==> src/logic/msp_pkg.sv <==
// Package of offsets, fields, defaults and carriers for the PCS control.
package msp_pkg;

   // ----------------------------------------------------------------
   // Register indexes (byte address is four times the index)
   // ----------------------------------------------------------------
   localparam logic [5:0] MSP_IDX_CTRL = 6'h10;
   localparam logic [5:0] MSP_IDX_STAT = 6'h11;
   localparam logic [5:0] MSP_IDX_ADV = 6'h12;
   localparam logic [5:0] MSP_IDX_PAGE = 6'h1f;
   localparam logic [15:0] MSP_PAGE_EXT = 16'h0003;
   localparam logic [15:0] MSP_PAGE_RST = 16'h0000;

   // ----------------------------------------------------------------
   // Control field positions and reset values
   // ----------------------------------------------------------------
   localparam int MSP_C_DIS = 15;
   localparam int MSP_C_RESTART = 14;
   localparam int MSP_C_PD = 13;
   localparam int MSP_C_ANRST = 12;
   localparam int MSP_C_FORCE = 11;
   localparam int MSP_C_PRE_LO = 8;
   localparam int MSP_C_ANEN = 7;
   localparam int MSP_C_RXINV = 6;
   localparam int MSP_C_TXINV = 5;
   localparam logic [2:0] MSP_PRE_NONE = 3'h0;
   localparam logic [2:0] MSP_PRE_ONE = 3'h1;
   localparam logic [2:0] MSP_PRE_TWO = 3'h2;
   localparam logic [2:0] MSP_PRE_RST = 3'h1;
   localparam logic [15:0] MSP_ADV_RST = 16'h0000;
   localparam logic [7:0] MSP_PRE_BYTE = 8'h55;

   // ----------------------------------------------------------------
   // Carriers
   // ----------------------------------------------------------------
   typedef struct packed {
      logic lp_restart;
      logic [1:0] remote_fault;
      logic asym_pause;
      logic sym_pause;
      logic full_duplex;
      logic half_duplex;
      logic lp_link_negotiation_capable;
      logic link_up;
      logic link_negotiation_complete;
      logic signal_detect;
   } msp_pcs_stat_t;

   typedef struct packed {
      logic sop;
      logic eop;
      logic [7:0] data;
   } msp_beat_t;

endpackage

==> src/logic/msp_ctrl.sv <==
// MAC-side serial PCS control and status registers with preamble insertion.
`timescale 1ns/1ps
module msp_ctrl
   import msp_pkg::*;
(
   input wire logic clk_i,
   input wire logic rst_b_i,
   input wire logic soft_rst_i,
   // Wishbone classic slave.
   input wire logic wb_cyc_i,
   input wire logic wb_stb_i,
   input wire logic wb_we_i,
   input wire logic [7:0] wb_adr_i,
   input wire logic [3:0] wb_sel_i,
   input wire logic [31:0] wb_dat_i,
   output logic [31:0] wb_dat_o,
   output logic wb_ack_o,
   // PCS side.
   input wire logic media_link_i,
   input wire msp_pcs_stat_t pcs_stat_i,
   input wire logic [15:0] int_adv_word_i,
   output logic mac_if_disable_o,
   output logic mac_if_restart_o,
   output logic parallel_detection_o,
   output logic link_negotiation_restart_o,
   output logic link_negotiation_en_o,
   output logic rx_invert_o,
   output logic tx_invert_o,
   output logic [15:0] adv_word_o,
   // 10/100 byte stream toward the MAC.
   input wire logic in_valid_i,
   input wire msp_beat_t in_beat_i,
   output logic in_ready_o,
   output logic out_valid_o,
   output msp_beat_t out_beat_o,
   input wire logic out_ready_i
);

   // ----------------------------------------------------------------
   // Bus decode
   // ----------------------------------------------------------------
   logic [15:0] page_reg;
   logic [15:0] ctrl_reg;
   logic [15:0] adv_reg;
   logic lp_rst_reg;
   msp_pcs_stat_t stat_reg;

   wire [5:0] idx = wb_adr_i[7:2];
   wire req = wb_cyc_i & wb_stb_i;
   wire wr_go = req & wb_we_i & wb_ack_o;
   wire ext_pg = (page_reg == MSP_PAGE_EXT);
   wire hit_ctrl = ext_pg & (idx == MSP_IDX_CTRL);
   wire hit_stat = ext_pg & (idx == MSP_IDX_STAT);
   wire hit_adv = ext_pg & (idx == MSP_IDX_ADV);
   wire hit_page = (idx == MSP_IDX_PAGE);
   wire rd_stat = req & ~wb_we_i & hit_stat & ~wb_ack_o;
   wire forced = ctrl_reg[MSP_C_FORCE];

   function automatic logic [15:0] merge(input logic [15:0] old,
                                         input logic [31:0] d,
                                         input logic [3:0] sel);
      merge = {sel[1] ? d[15:8] : old[15:8], sel[0] ? d[7:0] : old[7:0]};
   endfunction

   wire [15:0] ctrl_w = merge(ctrl_reg, wb_dat_i, wb_sel_i);
   wire [15:0] adv_rd = forced ? adv_reg : int_adv_word_i;

   wire [15:0] stat_rd = {4'h0, lp_rst_reg, 1'b0,
                          stat_reg.remote_fault,
                          stat_reg.asym_pause, stat_reg.sym_pause,
                          stat_reg.full_duplex,
                          stat_reg.half_duplex,
                          stat_reg.lp_link_negotiation_capable,
                          stat_reg.link_up,
                          stat_reg.link_negotiation_complete,
                          stat_reg.signal_detect};

   wire [15:0] rd_mux = hit_page ? page_reg :
                        hit_ctrl ? {ctrl_reg[15:13], 1'b0, ctrl_reg[11:5],
                                    5'h00} :
                        hit_stat ? stat_rd :
                        hit_adv ? adv_rd : 16'h0000;

   // ----------------------------------------------------------------
   // Bus handshake
   // ----------------------------------------------------------------
   always_ff @(posedge clk_i or negedge rst_b_i) begin
      if (!rst_b_i) begin
         wb_ack_o <= 1'b0;
         wb_dat_o <= 32'h0000_0000;
      end else begin
         wb_ack_o <= req & ~wb_ack_o;
         if (req & ~wb_ack_o) begin
            wb_dat_o <= {16'h0000, rd_mux};
         end
      end
   end

   always_ff @(posedge clk_i or negedge rst_b_i) begin
      if (!rst_b_i) begin
         page_reg <= MSP_PAGE_RST;
      end else if (wr_go & hit_page) begin
         page_reg <= merge(page_reg, wb_dat_i, wb_sel_i);
      end
   end

   // ----------------------------------------------------------------
   // Control register
   // ----------------------------------------------------------------
   logic anrst_reg;
   wire ctrl_wr = wr_go & hit_ctrl;

   always_ff @(posedge clk_i or negedge rst_b_i) begin
      if (!rst_b_i) begin
         ctrl_reg <= {3'h0, 1'b0, 1'b0, MSP_PRE_RST, 3'h0, 5'h00};
         anrst_reg <= 1'b0;
      end else begin
         anrst_reg <= ctrl_wr & ctrl_w[MSP_C_ANRST];
         if (ctrl_wr) begin
            ctrl_reg <= {ctrl_w[15:13], 1'b0, ctrl_w[11:5], 5'h00};
         end else if (soft_rst_i) begin
            // Sticky bits 15:13 are kept across a soft reset.
            ctrl_reg <= {ctrl_reg[15:13], 1'b0, 1'b0, MSP_PRE_RST,
                         3'h0, 5'h00};
         end
      end
   end

   always_ff @(posedge clk_i or negedge rst_b_i) begin
      if (!rst_b_i) begin
         adv_reg <= MSP_ADV_RST;
      end else if (wr_go & hit_adv & forced) begin
         adv_reg <= merge(adv_reg, wb_dat_i, wb_sel_i);
      end else if (soft_rst_i) begin
         adv_reg <= MSP_ADV_RST;
      end
   end

   // ----------------------------------------------------------------
   // Status capture
   // ----------------------------------------------------------------
   // The partner restart flag holds until a status read; a new request
   // in the clearing cycle wins.
   always_ff @(posedge clk_i or negedge rst_b_i) begin
      if (!rst_b_i) begin
         stat_reg <= '0;
         lp_rst_reg <= 1'b0;
      end else begin
         stat_reg <= pcs_stat_i;
         if (pcs_stat_i.lp_restart) begin
            lp_rst_reg <= 1'b1;
         end else if (rd_stat) begin
            lp_rst_reg <= 1'b0;
         end
      end
   end

   // ----------------------------------------------------------------
   // PCS control outputs
   // ----------------------------------------------------------------
   logic media_prev_reg;
   wire media_chg = media_prev_reg ^ media_link_i;

   always_ff @(posedge clk_i or negedge rst_b_i) begin
      if (!rst_b_i) begin
         media_prev_reg <= 1'b0;
         mac_if_disable_o <= 1'b0;
         mac_if_restart_o <= 1'b0;
         parallel_detection_o <= 1'b0;
         link_negotiation_restart_o <= 1'b0;
         link_negotiation_en_o <= 1'b0;
         rx_invert_o <= 1'b0;
         tx_invert_o <= 1'b0;
         adv_word_o <= MSP_ADV_RST;
      end else begin
         media_prev_reg <= media_link_i;
         mac_if_disable_o <= ctrl_reg[MSP_C_DIS] & ~media_link_i;
         mac_if_restart_o <= ctrl_reg[MSP_C_RESTART] & media_chg;
         parallel_detection_o <= ctrl_reg[MSP_C_PD];
         link_negotiation_restart_o <= anrst_reg;
         link_negotiation_en_o <= ctrl_reg[MSP_C_ANEN];
         rx_invert_o <= ctrl_reg[MSP_C_RXINV];
         tx_invert_o <= ctrl_reg[MSP_C_TXINV];
         adv_word_o <= adv_rd;
      end
   end

   // ----------------------------------------------------------------
   // Preamble insertion
   // ----------------------------------------------------------------
   typedef enum logic [2:0] {
      MSP_S_PASS,
      MSP_S_GRAB,
      MSP_S_PRE,
      MSP_S_HOLD
   } msp_state_t;

   msp_state_t st_reg;
   msp_beat_t hold_reg [2];
   logic [1:0] hold_n_reg;
   logic hold_i_reg;
   logic [1:0] pre_reg;
   logic first_reg;
   logic inj_reg;

   wire [2:0] code = ctrl_reg[10:MSP_C_PRE_LO];
   wire act = (code == MSP_PRE_ONE) | (code == MSP_PRE_TWO);
   wire slot = ~out_valid_o | out_ready_i;
   wire b0_bad = (in_beat_i.data != MSP_PRE_BYTE);
   wire h0_bad = (hold_reg[0].data != MSP_PRE_BYTE);
   wire take = in_valid_i & in_ready_o;
   wire pass_take = take & (st_reg == MSP_S_PASS);
   wire start = pass_take & in_beat_i.sop & act;
   wire one_only = (code == MSP_PRE_ONE) | in_beat_i.eop;

   always_comb begin
      unique case (st_reg)
         MSP_S_PASS: in_ready_o = slot;
         MSP_S_GRAB: in_ready_o = 1'b1;
         default: in_ready_o = 1'b0;
      endcase
   end

   always_ff @(posedge clk_i or negedge rst_b_i) begin
      if (!rst_b_i) begin
         st_reg <= MSP_S_PASS;
         hold_reg[0] <= '0;
         hold_reg[1] <= '0;
         hold_n_reg <= 2'h0;
         hold_i_reg <= 1'b0;
         pre_reg <= 2'h0;
         first_reg <= 1'b0;
      end else begin
         unique case (st_reg)
            MSP_S_PASS: begin
               if (start) begin
                  hold_reg[0] <= in_beat_i;
                  hold_n_reg <= 2'h1;
                  hold_i_reg <= 1'b0;
                  first_reg <= 1'b1;
                  pre_reg <= {1'b0, b0_bad};
                  st_reg <= one_only ? MSP_S_PRE : MSP_S_GRAB;
               end
            end
            MSP_S_GRAB: begin
               if (take) begin
                  hold_reg[1] <= in_beat_i;
                  hold_n_reg <= 2'h2;
                  pre_reg <= {h0_bad & b0_bad,
                              h0_bad & ~b0_bad};
                  st_reg <= MSP_S_PRE;
               end
            end
            MSP_S_PRE: begin
               if (pre_reg == 2'h0) begin
                  st_reg <= MSP_S_HOLD;
               end else if (slot) begin
                  pre_reg <= pre_reg - 2'h1;
                  first_reg <= 1'b0;
               end
            end
            MSP_S_HOLD: begin
               if (slot) begin
                  first_reg <= 1'b0;
                  hold_i_reg <= 1'b1;
                  if ({1'b0, hold_i_reg} == hold_n_reg - 2'h1) begin
                     st_reg <= MSP_S_PASS;
                  end
               end
            end
            default: st_reg <= MSP_S_PASS;
         endcase
      end
   end

   // ----------------------------------------------------------------
   // Output beat register
   // ----------------------------------------------------------------
   msp_beat_t hb;
   assign hb = hold_reg[hold_i_reg];
   wire emit_pre = (st_reg == MSP_S_PRE) & (pre_reg != 2'h0) & slot;
   wire emit_hold = (st_reg == MSP_S_HOLD) & slot;

   always_ff @(posedge clk_i or negedge rst_b_i) begin
      if (!rst_b_i) begin
         out_valid_o <= 1'b0;
         out_beat_o <= '0;
         inj_reg <= 1'b0;
      end else if (slot) begin
         inj_reg <= emit_pre;
         if (emit_pre) begin
            out_valid_o <= 1'b1;
            out_beat_o <= '{sop: first_reg, eop: 1'b0,
                            data: MSP_PRE_BYTE};
         end else if (emit_hold) begin
            out_valid_o <= 1'b1;
            out_beat_o <= '{sop: first_reg, eop: hb.eop, data: hb.data};
         end else if (pass_take & ~start) begin
            out_valid_o <= 1'b1;
            out_beat_o <= in_beat_i;
         end else begin
            out_valid_o <= 1'b0;
         end
      end
   end

   // ----------------------------------------------------------------
   // Checks
   // ----------------------------------------------------------------
   chk_disable_follows: assert property (
      @(posedge clk_i) disable iff (!rst_b_i)
      mac_if_disable_o == $past(ctrl_reg[MSP_C_DIS] & ~media_link_i))
      else $error("interface disable does not track media link");

   chk_restart_on_change: assert property (
      @(posedge clk_i) disable iff (!rst_b_i)
      (ctrl_reg[MSP_C_RESTART] && media_chg) |=> mac_if_restart_o)
      else $error("no restart after media link change");

   chk_pd_follows: assert property (
      @(posedge clk_i) disable iff (!rst_b_i)
      ##1 parallel_detection_o == $past(ctrl_reg[MSP_C_PD]))
      else $error("parallel detection does not follow control");

   chk_anrst_pulse: assert property (
      @(posedge clk_i) disable iff (!rst_b_i)
      (ctrl_wr && ctrl_w[MSP_C_ANRST]) |=> !ctrl_reg[MSP_C_ANRST]
      ##1 link_negotiation_restart_o ##1 !link_negotiation_restart_o)
      else $error("negotiation restart is not a single pulse");

   chk_adv_source: assert property (
      @(posedge clk_i) disable iff (!rst_b_i)
      !forced ##1 !forced |-> adv_word_o == $past(int_adv_word_i))
      else $error("unforced advertised word not internal");

   chk_pass_plain: assert property (
      @(posedge clk_i) disable iff (!rst_b_i)
      (pass_take && !act && slot) |=> out_beat_o == $past(in_beat_i))
      else $error("passed beat altered without insertion");

   chk_one_prefix: assert property (
      @(posedge clk_i) disable iff (!rst_b_i)
      (start && code == MSP_PRE_ONE && b0_bad) |=> pre_reg == 2'h1)
      else $error("missing single preamble byte");

   chk_two_prefix: assert property (
      @(posedge clk_i) disable iff (!rst_b_i)
      (st_reg == MSP_S_GRAB && take && h0_bad && b0_bad)
      |=> pre_reg == 2'h2)
      else $error("missing second preamble byte");

   chk_pre_byte: assert property (
      @(posedge clk_i) disable iff (!rst_b_i)
      inj_reg |-> out_valid_o && out_beat_o.data == MSP_PRE_BYTE)
      else $error("injected byte is not the preamble value");

   chk_lp_restart: assert property (
      @(posedge clk_i) disable iff (!rst_b_i)
      pcs_stat_i.lp_restart |=> lp_rst_reg ##1 (lp_rst_reg || $past(rd_stat)))
      else $error("partner restart flag lost");

   chk_adv_lock: assert property (
      @(posedge clk_i) disable iff (!rst_b_i)
      (!forced && !soft_rst_i) |=> $stable(adv_reg))
      else $error("advertised word changed while not forced");

   chk_sticky_keep: assert property (
      @(posedge clk_i) disable iff (!rst_b_i)
      (soft_rst_i && !ctrl_wr) |=> ctrl_reg[15:13] == $past(ctrl_reg[15:13]))
      else $error("sticky bits lost on soft reset");

endmodule

==> config.mk <==
export PLATFORM = sky130hd
export DESIGN_NAME = msp_ctrl
export DESIGN_NICKNAME = d
export VERILOG_FILES = /design/src/logic/msp_pkg.sv /design/src/logic/msp_ctrl.sv
export SDC_FILE = /design/constraint.sdc
export NUM_CORES = 1
export LEC_CHECK = 0
export BUFFER_PORTS_ARGS = -buffer_cell sky130_fd_sc_hd__buf_2
export CAP_MARGIN = 20
export CORE_MARGIN = 10
export CORE_UTILIZATION = 59
export CTS_BUF_LIST = sky130_fd_sc_hd__clkbuf_4
export DETAILED_ROUTE_END_ITERATION = 8
export PLACE_DENSITY = 0.95
export SYNTH_ARGS = -nofsm -noshare
export SYNTH_HDL_FRONTEND = slang
export SYNTH_SLANG_ARGS = --single-unit
==> constraint.sdc <==
create_clock -name clk_i -period 5.1 [get_ports clk_i]
set_input_delay 1.02 -clock clk_i [delete_from_list [all_inputs] [get_ports clk_i]]
set_output_delay 1.02 -clock clk_i [all_outputs]
set_load 0.02 [all_outputs]
==> results.json <==
{
  "run_status": "finished clean",
  "post_route_cells_drive_above_1_share_pct": 40.1,
  "ys_ff_latch": 132,
  "finalSetupTns_ps": 0,
  "globalRoute.totalOverflow": 0,
  "timing_worst_slew_pin_value_ps": 961,
  "drtIter0Drc": 440,
  "cp_num_buf_inv": 2,
  "number_of_antenna_violations_at_the_first_check_in_global_routing": 2,
  "edff_count_synth": 0,
  "routed_wirelength_um": 15900,
  "finalCritPeriodShare_pct": 57.8,
  "worst_skew_pair.late_latency_ps": 540,
  "coreArea_sq_um": 9860,
  "yosys_warnings": 0,
  "cts.sink_count": 132,
  "max_slew_margin_pct": 35.9,
  "post-dp-hpwl_um": 11700,
  "post_drt_via_cell_ratio": 6.06,
  "setup_slack_at_placement_ps": 1890,
  "rsz0062_at_grt": "false",
  "min_path_cells": 0,
  "grt_max_degree": 54,
  "worst_ir_drop_vdd_uv": 211,
  "synth.avg_cell_area_sq_um": 12.4,
  "core.rowCount": 36,
  "ys_types": 63,
  "cp_data_arrival_time_ps": 1930,
  "synthCells": 487,
  "critical-path-max-stage-delay_ps": 470,
  "setup.worst_path.end_class": "primary output",
  "clock_tree.htree_level_count": 4,
  "synth_area_leaders": "sky130_fd_sc_hd__dfrtp_1 (54%), sky130_fd_sc_hd__mux2_2 (13%), sky130_fd_sc_hd__mux2i_1 (3.0%)",
  "grt_pass1_vias": 4811,
  "synthFlopType": "sky130_fd_sc_hd__dfrtp_1",
  "highest_net_fanout_along_the_worst_path": 8,
  "whs_endpoint": "link_negotiation_restart_o$_DFF_PN0_",
  "number_of_cell_instances_on_the_worst_register_to_register_path": 7,
  "crit_path_top_delay_cell": "sky130_fd_sc_hd__dfrtp_1",
  "grt_pass1_wl_um": 25300,
  "flow.area_growth_from_synthesis_pct": 16.0,
  "worstSetupStartpointType": "register",
  "tritoncts": "done",
  "synth.cell_area_sq_um": 6040,
  "cts_repair_resize_count": 0,
  "final_design_area_no_fill_sq_um": 7000,
  "portBuffers": 121,
  "antenna_violating_nets_post_route": 0,
  "setup_ws_ps": 2150,
  "routed-via-count": 4602,
  "worstHoldStart": "anrst_reg$_DFF_PN0_",
  "netlist.top_cell.by_area": "sky130_fd_sc_hd__dfrtp_1",
  "route.detailed.drc": 0,
  "hold_path.class": "reg -> reg",
  "setup_viol_count_final": 0,
  "postCtsSetupRepairBufs": 0,
  "filler_cell_count": 670,
  "regToRegSetupSlack_ps": 2460,
  "timing.clock.skew_ps": 27.0,
  "first_pass_drt_iterations": 7,
  "initial_core_util_pct": 61.2,
  "cts.reportedPaths.clkPinSlew_ps": 120,
  "fp.dieArea_sq_um": 14700,
  "cp_data_required_time_ps": 4080,
  "largest_register_ff_count": 18,
  "cts-buffers-inserted": 17,
  "drv_cap": 0,
  "worst_flop_to_flop_path_endpoint": "out_beat_o[1]$_DFFE_PN0P_",
  "power.density_cell_area_nw_per_um2": 427,
  "timing.critical_path.max_delay_family": "flip-flops",
  "top_level_ports": 158,
  "gp_congestion": 0.908,
  "diodes": 0,
  "timing.final.max_slew_violations": 0,
  "maxClockFrequency_mhz": 339,
  "nets": 709,
  "post-route-min-period_ps": 2950,
  "crit_path_cell_trace": "inv_1 > ha_1 > nand2_1 > o21ai_0 > buf_2",
  "dpl_cell_area_sq_um": 6700,
  "synth-async-reset-ratio_pct": 100,
  "chipWidth_um": 121,
  "post_cts_hold_buffer_count": 0,
  "ctsLongestPathBuffers": 2,
  "synth-seq-area-share_pct": 54.7,
  "final-hold-violation-count": 0,
  "crit-reg2reg-launch": "st_reg[0]$_DFFE_PN0P_",
  "global_route.usage.total_pct": 21.7,
  "fp.dieH_um": 121,
  "setup.worst_path.class": "reg -> out",
  "cts_root_buffer": "sky130_fd_sc_hd__clkbuf_4",
  "routed_wire_length_per_instance_um": 21.0,
  "total_leakage_power_nw": 3.38,
  "hold-worst-slack_ps": 370,
  "post-synth-top-area-fraction_pct": 54.3
}
==> layout make-up <==
| class | instances | area, sq um | area share (%) |
|---|---|---|---|
| Sequential cell | 132 | 3300 | 47.2 |
| Multi-Input combinational cell | 327 | 2550 | 36.4 |
| Timing Repair Buffer | 125 | 638 | 9.11 |
| Clock inverter | 15 | 179 | 2.55 |
| Tap cell | 133 | 166 | 2.38 |
| Clock buffer | 17 | 128 | 1.82 |
| Inverter | 10 | 37.5 | 0.536 |
==> metal layers <==
layer	track usage (%)	part of all wire (%)	vias to the layer above
met3	7.82	10	39
met5	0	0	-
met1	25.9	39	2263
met4	7.60	2.2	0
met2	35.6	49	265
li1	-	-	2035
==> how the worst max path moves through the flow <==
stage                     startpoint                       to  slack (ps)  cells past startpoint
6_report       st_reg[1]$_DFFE_PN0P_               in_ready_o        2150                      5
5_1_grt        st_reg[0]$_DFFE_PN0P_               in_ready_o        1940                      5
4_1_cts        st_reg[1]$_DFFE_PN0P_               in_ready_o        2140                      5
3_5_place_dp             wb_adr_i[4]  adv_reg[14]$_DFFE_PN0P_        1890                      6
3_3_place_gp             wb_adr_i[4]   adv_reg[1]$_DFFE_PN0P_        1960                      6
2_1_floorplan            wb_adr_i[4]  adv_reg[14]$_DFFE_PN0P_        2490                      7
==> cells in the final DEF, fill, tap and decap left out, drive strengths merged, types with 3 or more instances in the layout <==
cell / netlist / routed
mux2: 70 / 70
dfrtp: 131 / 131
clkinvlp: 0 / 3
nand2: 36 / 36
clkinv: 0 / 6
nor2: 20 / 20
nand4: 3 / 3
a32o: 22 / 22
a21oi: 30 / 30
clkbuf: 11 / 17
nor2b: 5 / 5
a2bb2oi: 5 / 5
nor4: 6 / 6
bufinv: 0 / 3
nand3: 5 / 5
buf: 22 / 125
conb: 1 / 16
nor3: 4 / 4
ha: 6 / 6
o21ai: 25 / 25
mux2i: 20 / 20
inv: 10 / 13
and2: 3 / 3
or3: 8 / 8
a221oi: 6 / 6
==> where the power goes <==
group,switching (mW),internal (mW)
registers,0.113,1.21
clock network,0.405,0.343
logic,0.525,0.391
total,1.04,1.95
==> cells by family after synthesis <==
kind of cell / Yosys count / share of synthesized area [%]
other: 1 / 0.0621
AOI/OAI and AO/OA: 99 / 11.5
DFF: 132 / 54.7
muxes: 90 / 16.8
adders and majority gates: 6 / 1.24
xor gates and xnor gates: 2 / 0.290
and+or+nand+nor: 114 / 11.4
buffers and inverters: 43 / 3.94
==> metrics by stage <==
| step | total power, mW | instances | util, % |
|---|---|---|---|
| floorplan | 1.95 | 502 | - |
| global placement | 2.17 | 727 | 67.9 |
| CTS | 2.99 | 759 | 71.0 |
| global route | 3.15 | 759 | 71.0 |
| finish | 2.99 | 759 | 71.0 |
| detailed placement | 2.24 | 727 | 67.9 |
==> synthesized netlist by cell type, types with 2 or more instances <==
master / count
sky130_fd_sc_hd__dfrtp_1: 131
sky130_fd_sc_hd__mux2_2: 69
sky130_fd_sc_hd__nand2_1: 36
sky130_fd_sc_hd__a21oi_1: 30
sky130_fd_sc_hd__o21ai_0: 25
sky130_fd_sc_hd__nor2_1: 19
sky130_fd_sc_hd__mux2i_1: 18
sky130_fd_sc_hd__buf_4: 16
sky130_fd_sc_hd__a32o_1: 12
sky130_fd_sc_hd__clkbuf_1: 11
sky130_fd_sc_hd__a32o_2: 10
sky130_fd_sc_hd__inv_1: 10
sky130_fd_sc_hd__or3_1: 8
sky130_fd_sc_hd__a221oi_1: 6
sky130_fd_sc_hd__ha_1: 6
sky130_fd_sc_hd__a2bb2oi_1: 5
sky130_fd_sc_hd__nor2b_1: 5
sky130_fd_sc_hd__and2_1: 3
sky130_fd_sc_hd__buf_1: 3
sky130_fd_sc_hd__nand3_1: 3
sky130_fd_sc_hd__nand4_1: 3
sky130_fd_sc_hd__nor4_1: 3
sky130_fd_sc_hd__nor4_4: 3
sky130_fd_sc_hd__and3_1: 2
sky130_fd_sc_hd__buf_6: 2
sky130_fd_sc_hd__mux2i_4: 2
sky130_fd_sc_hd__nand2b_1: 2
sky130_fd_sc_hd__nand3_2: 2
sky130_fd_sc_hd__nand3b_1: 2
sky130_fd_sc_hd__nand4b_1: 2
sky130_fd_sc_hd__nor3_1: 2
sky130_fd_sc_hd__nor4b_1: 2
sky130_fd_sc_hd__nor4bb_1: 2
sky130_fd_sc_hd__o21a_1: 2
sky130_fd_sc_hd__xor2_1: 2
(Power assumes the default switching activity.)
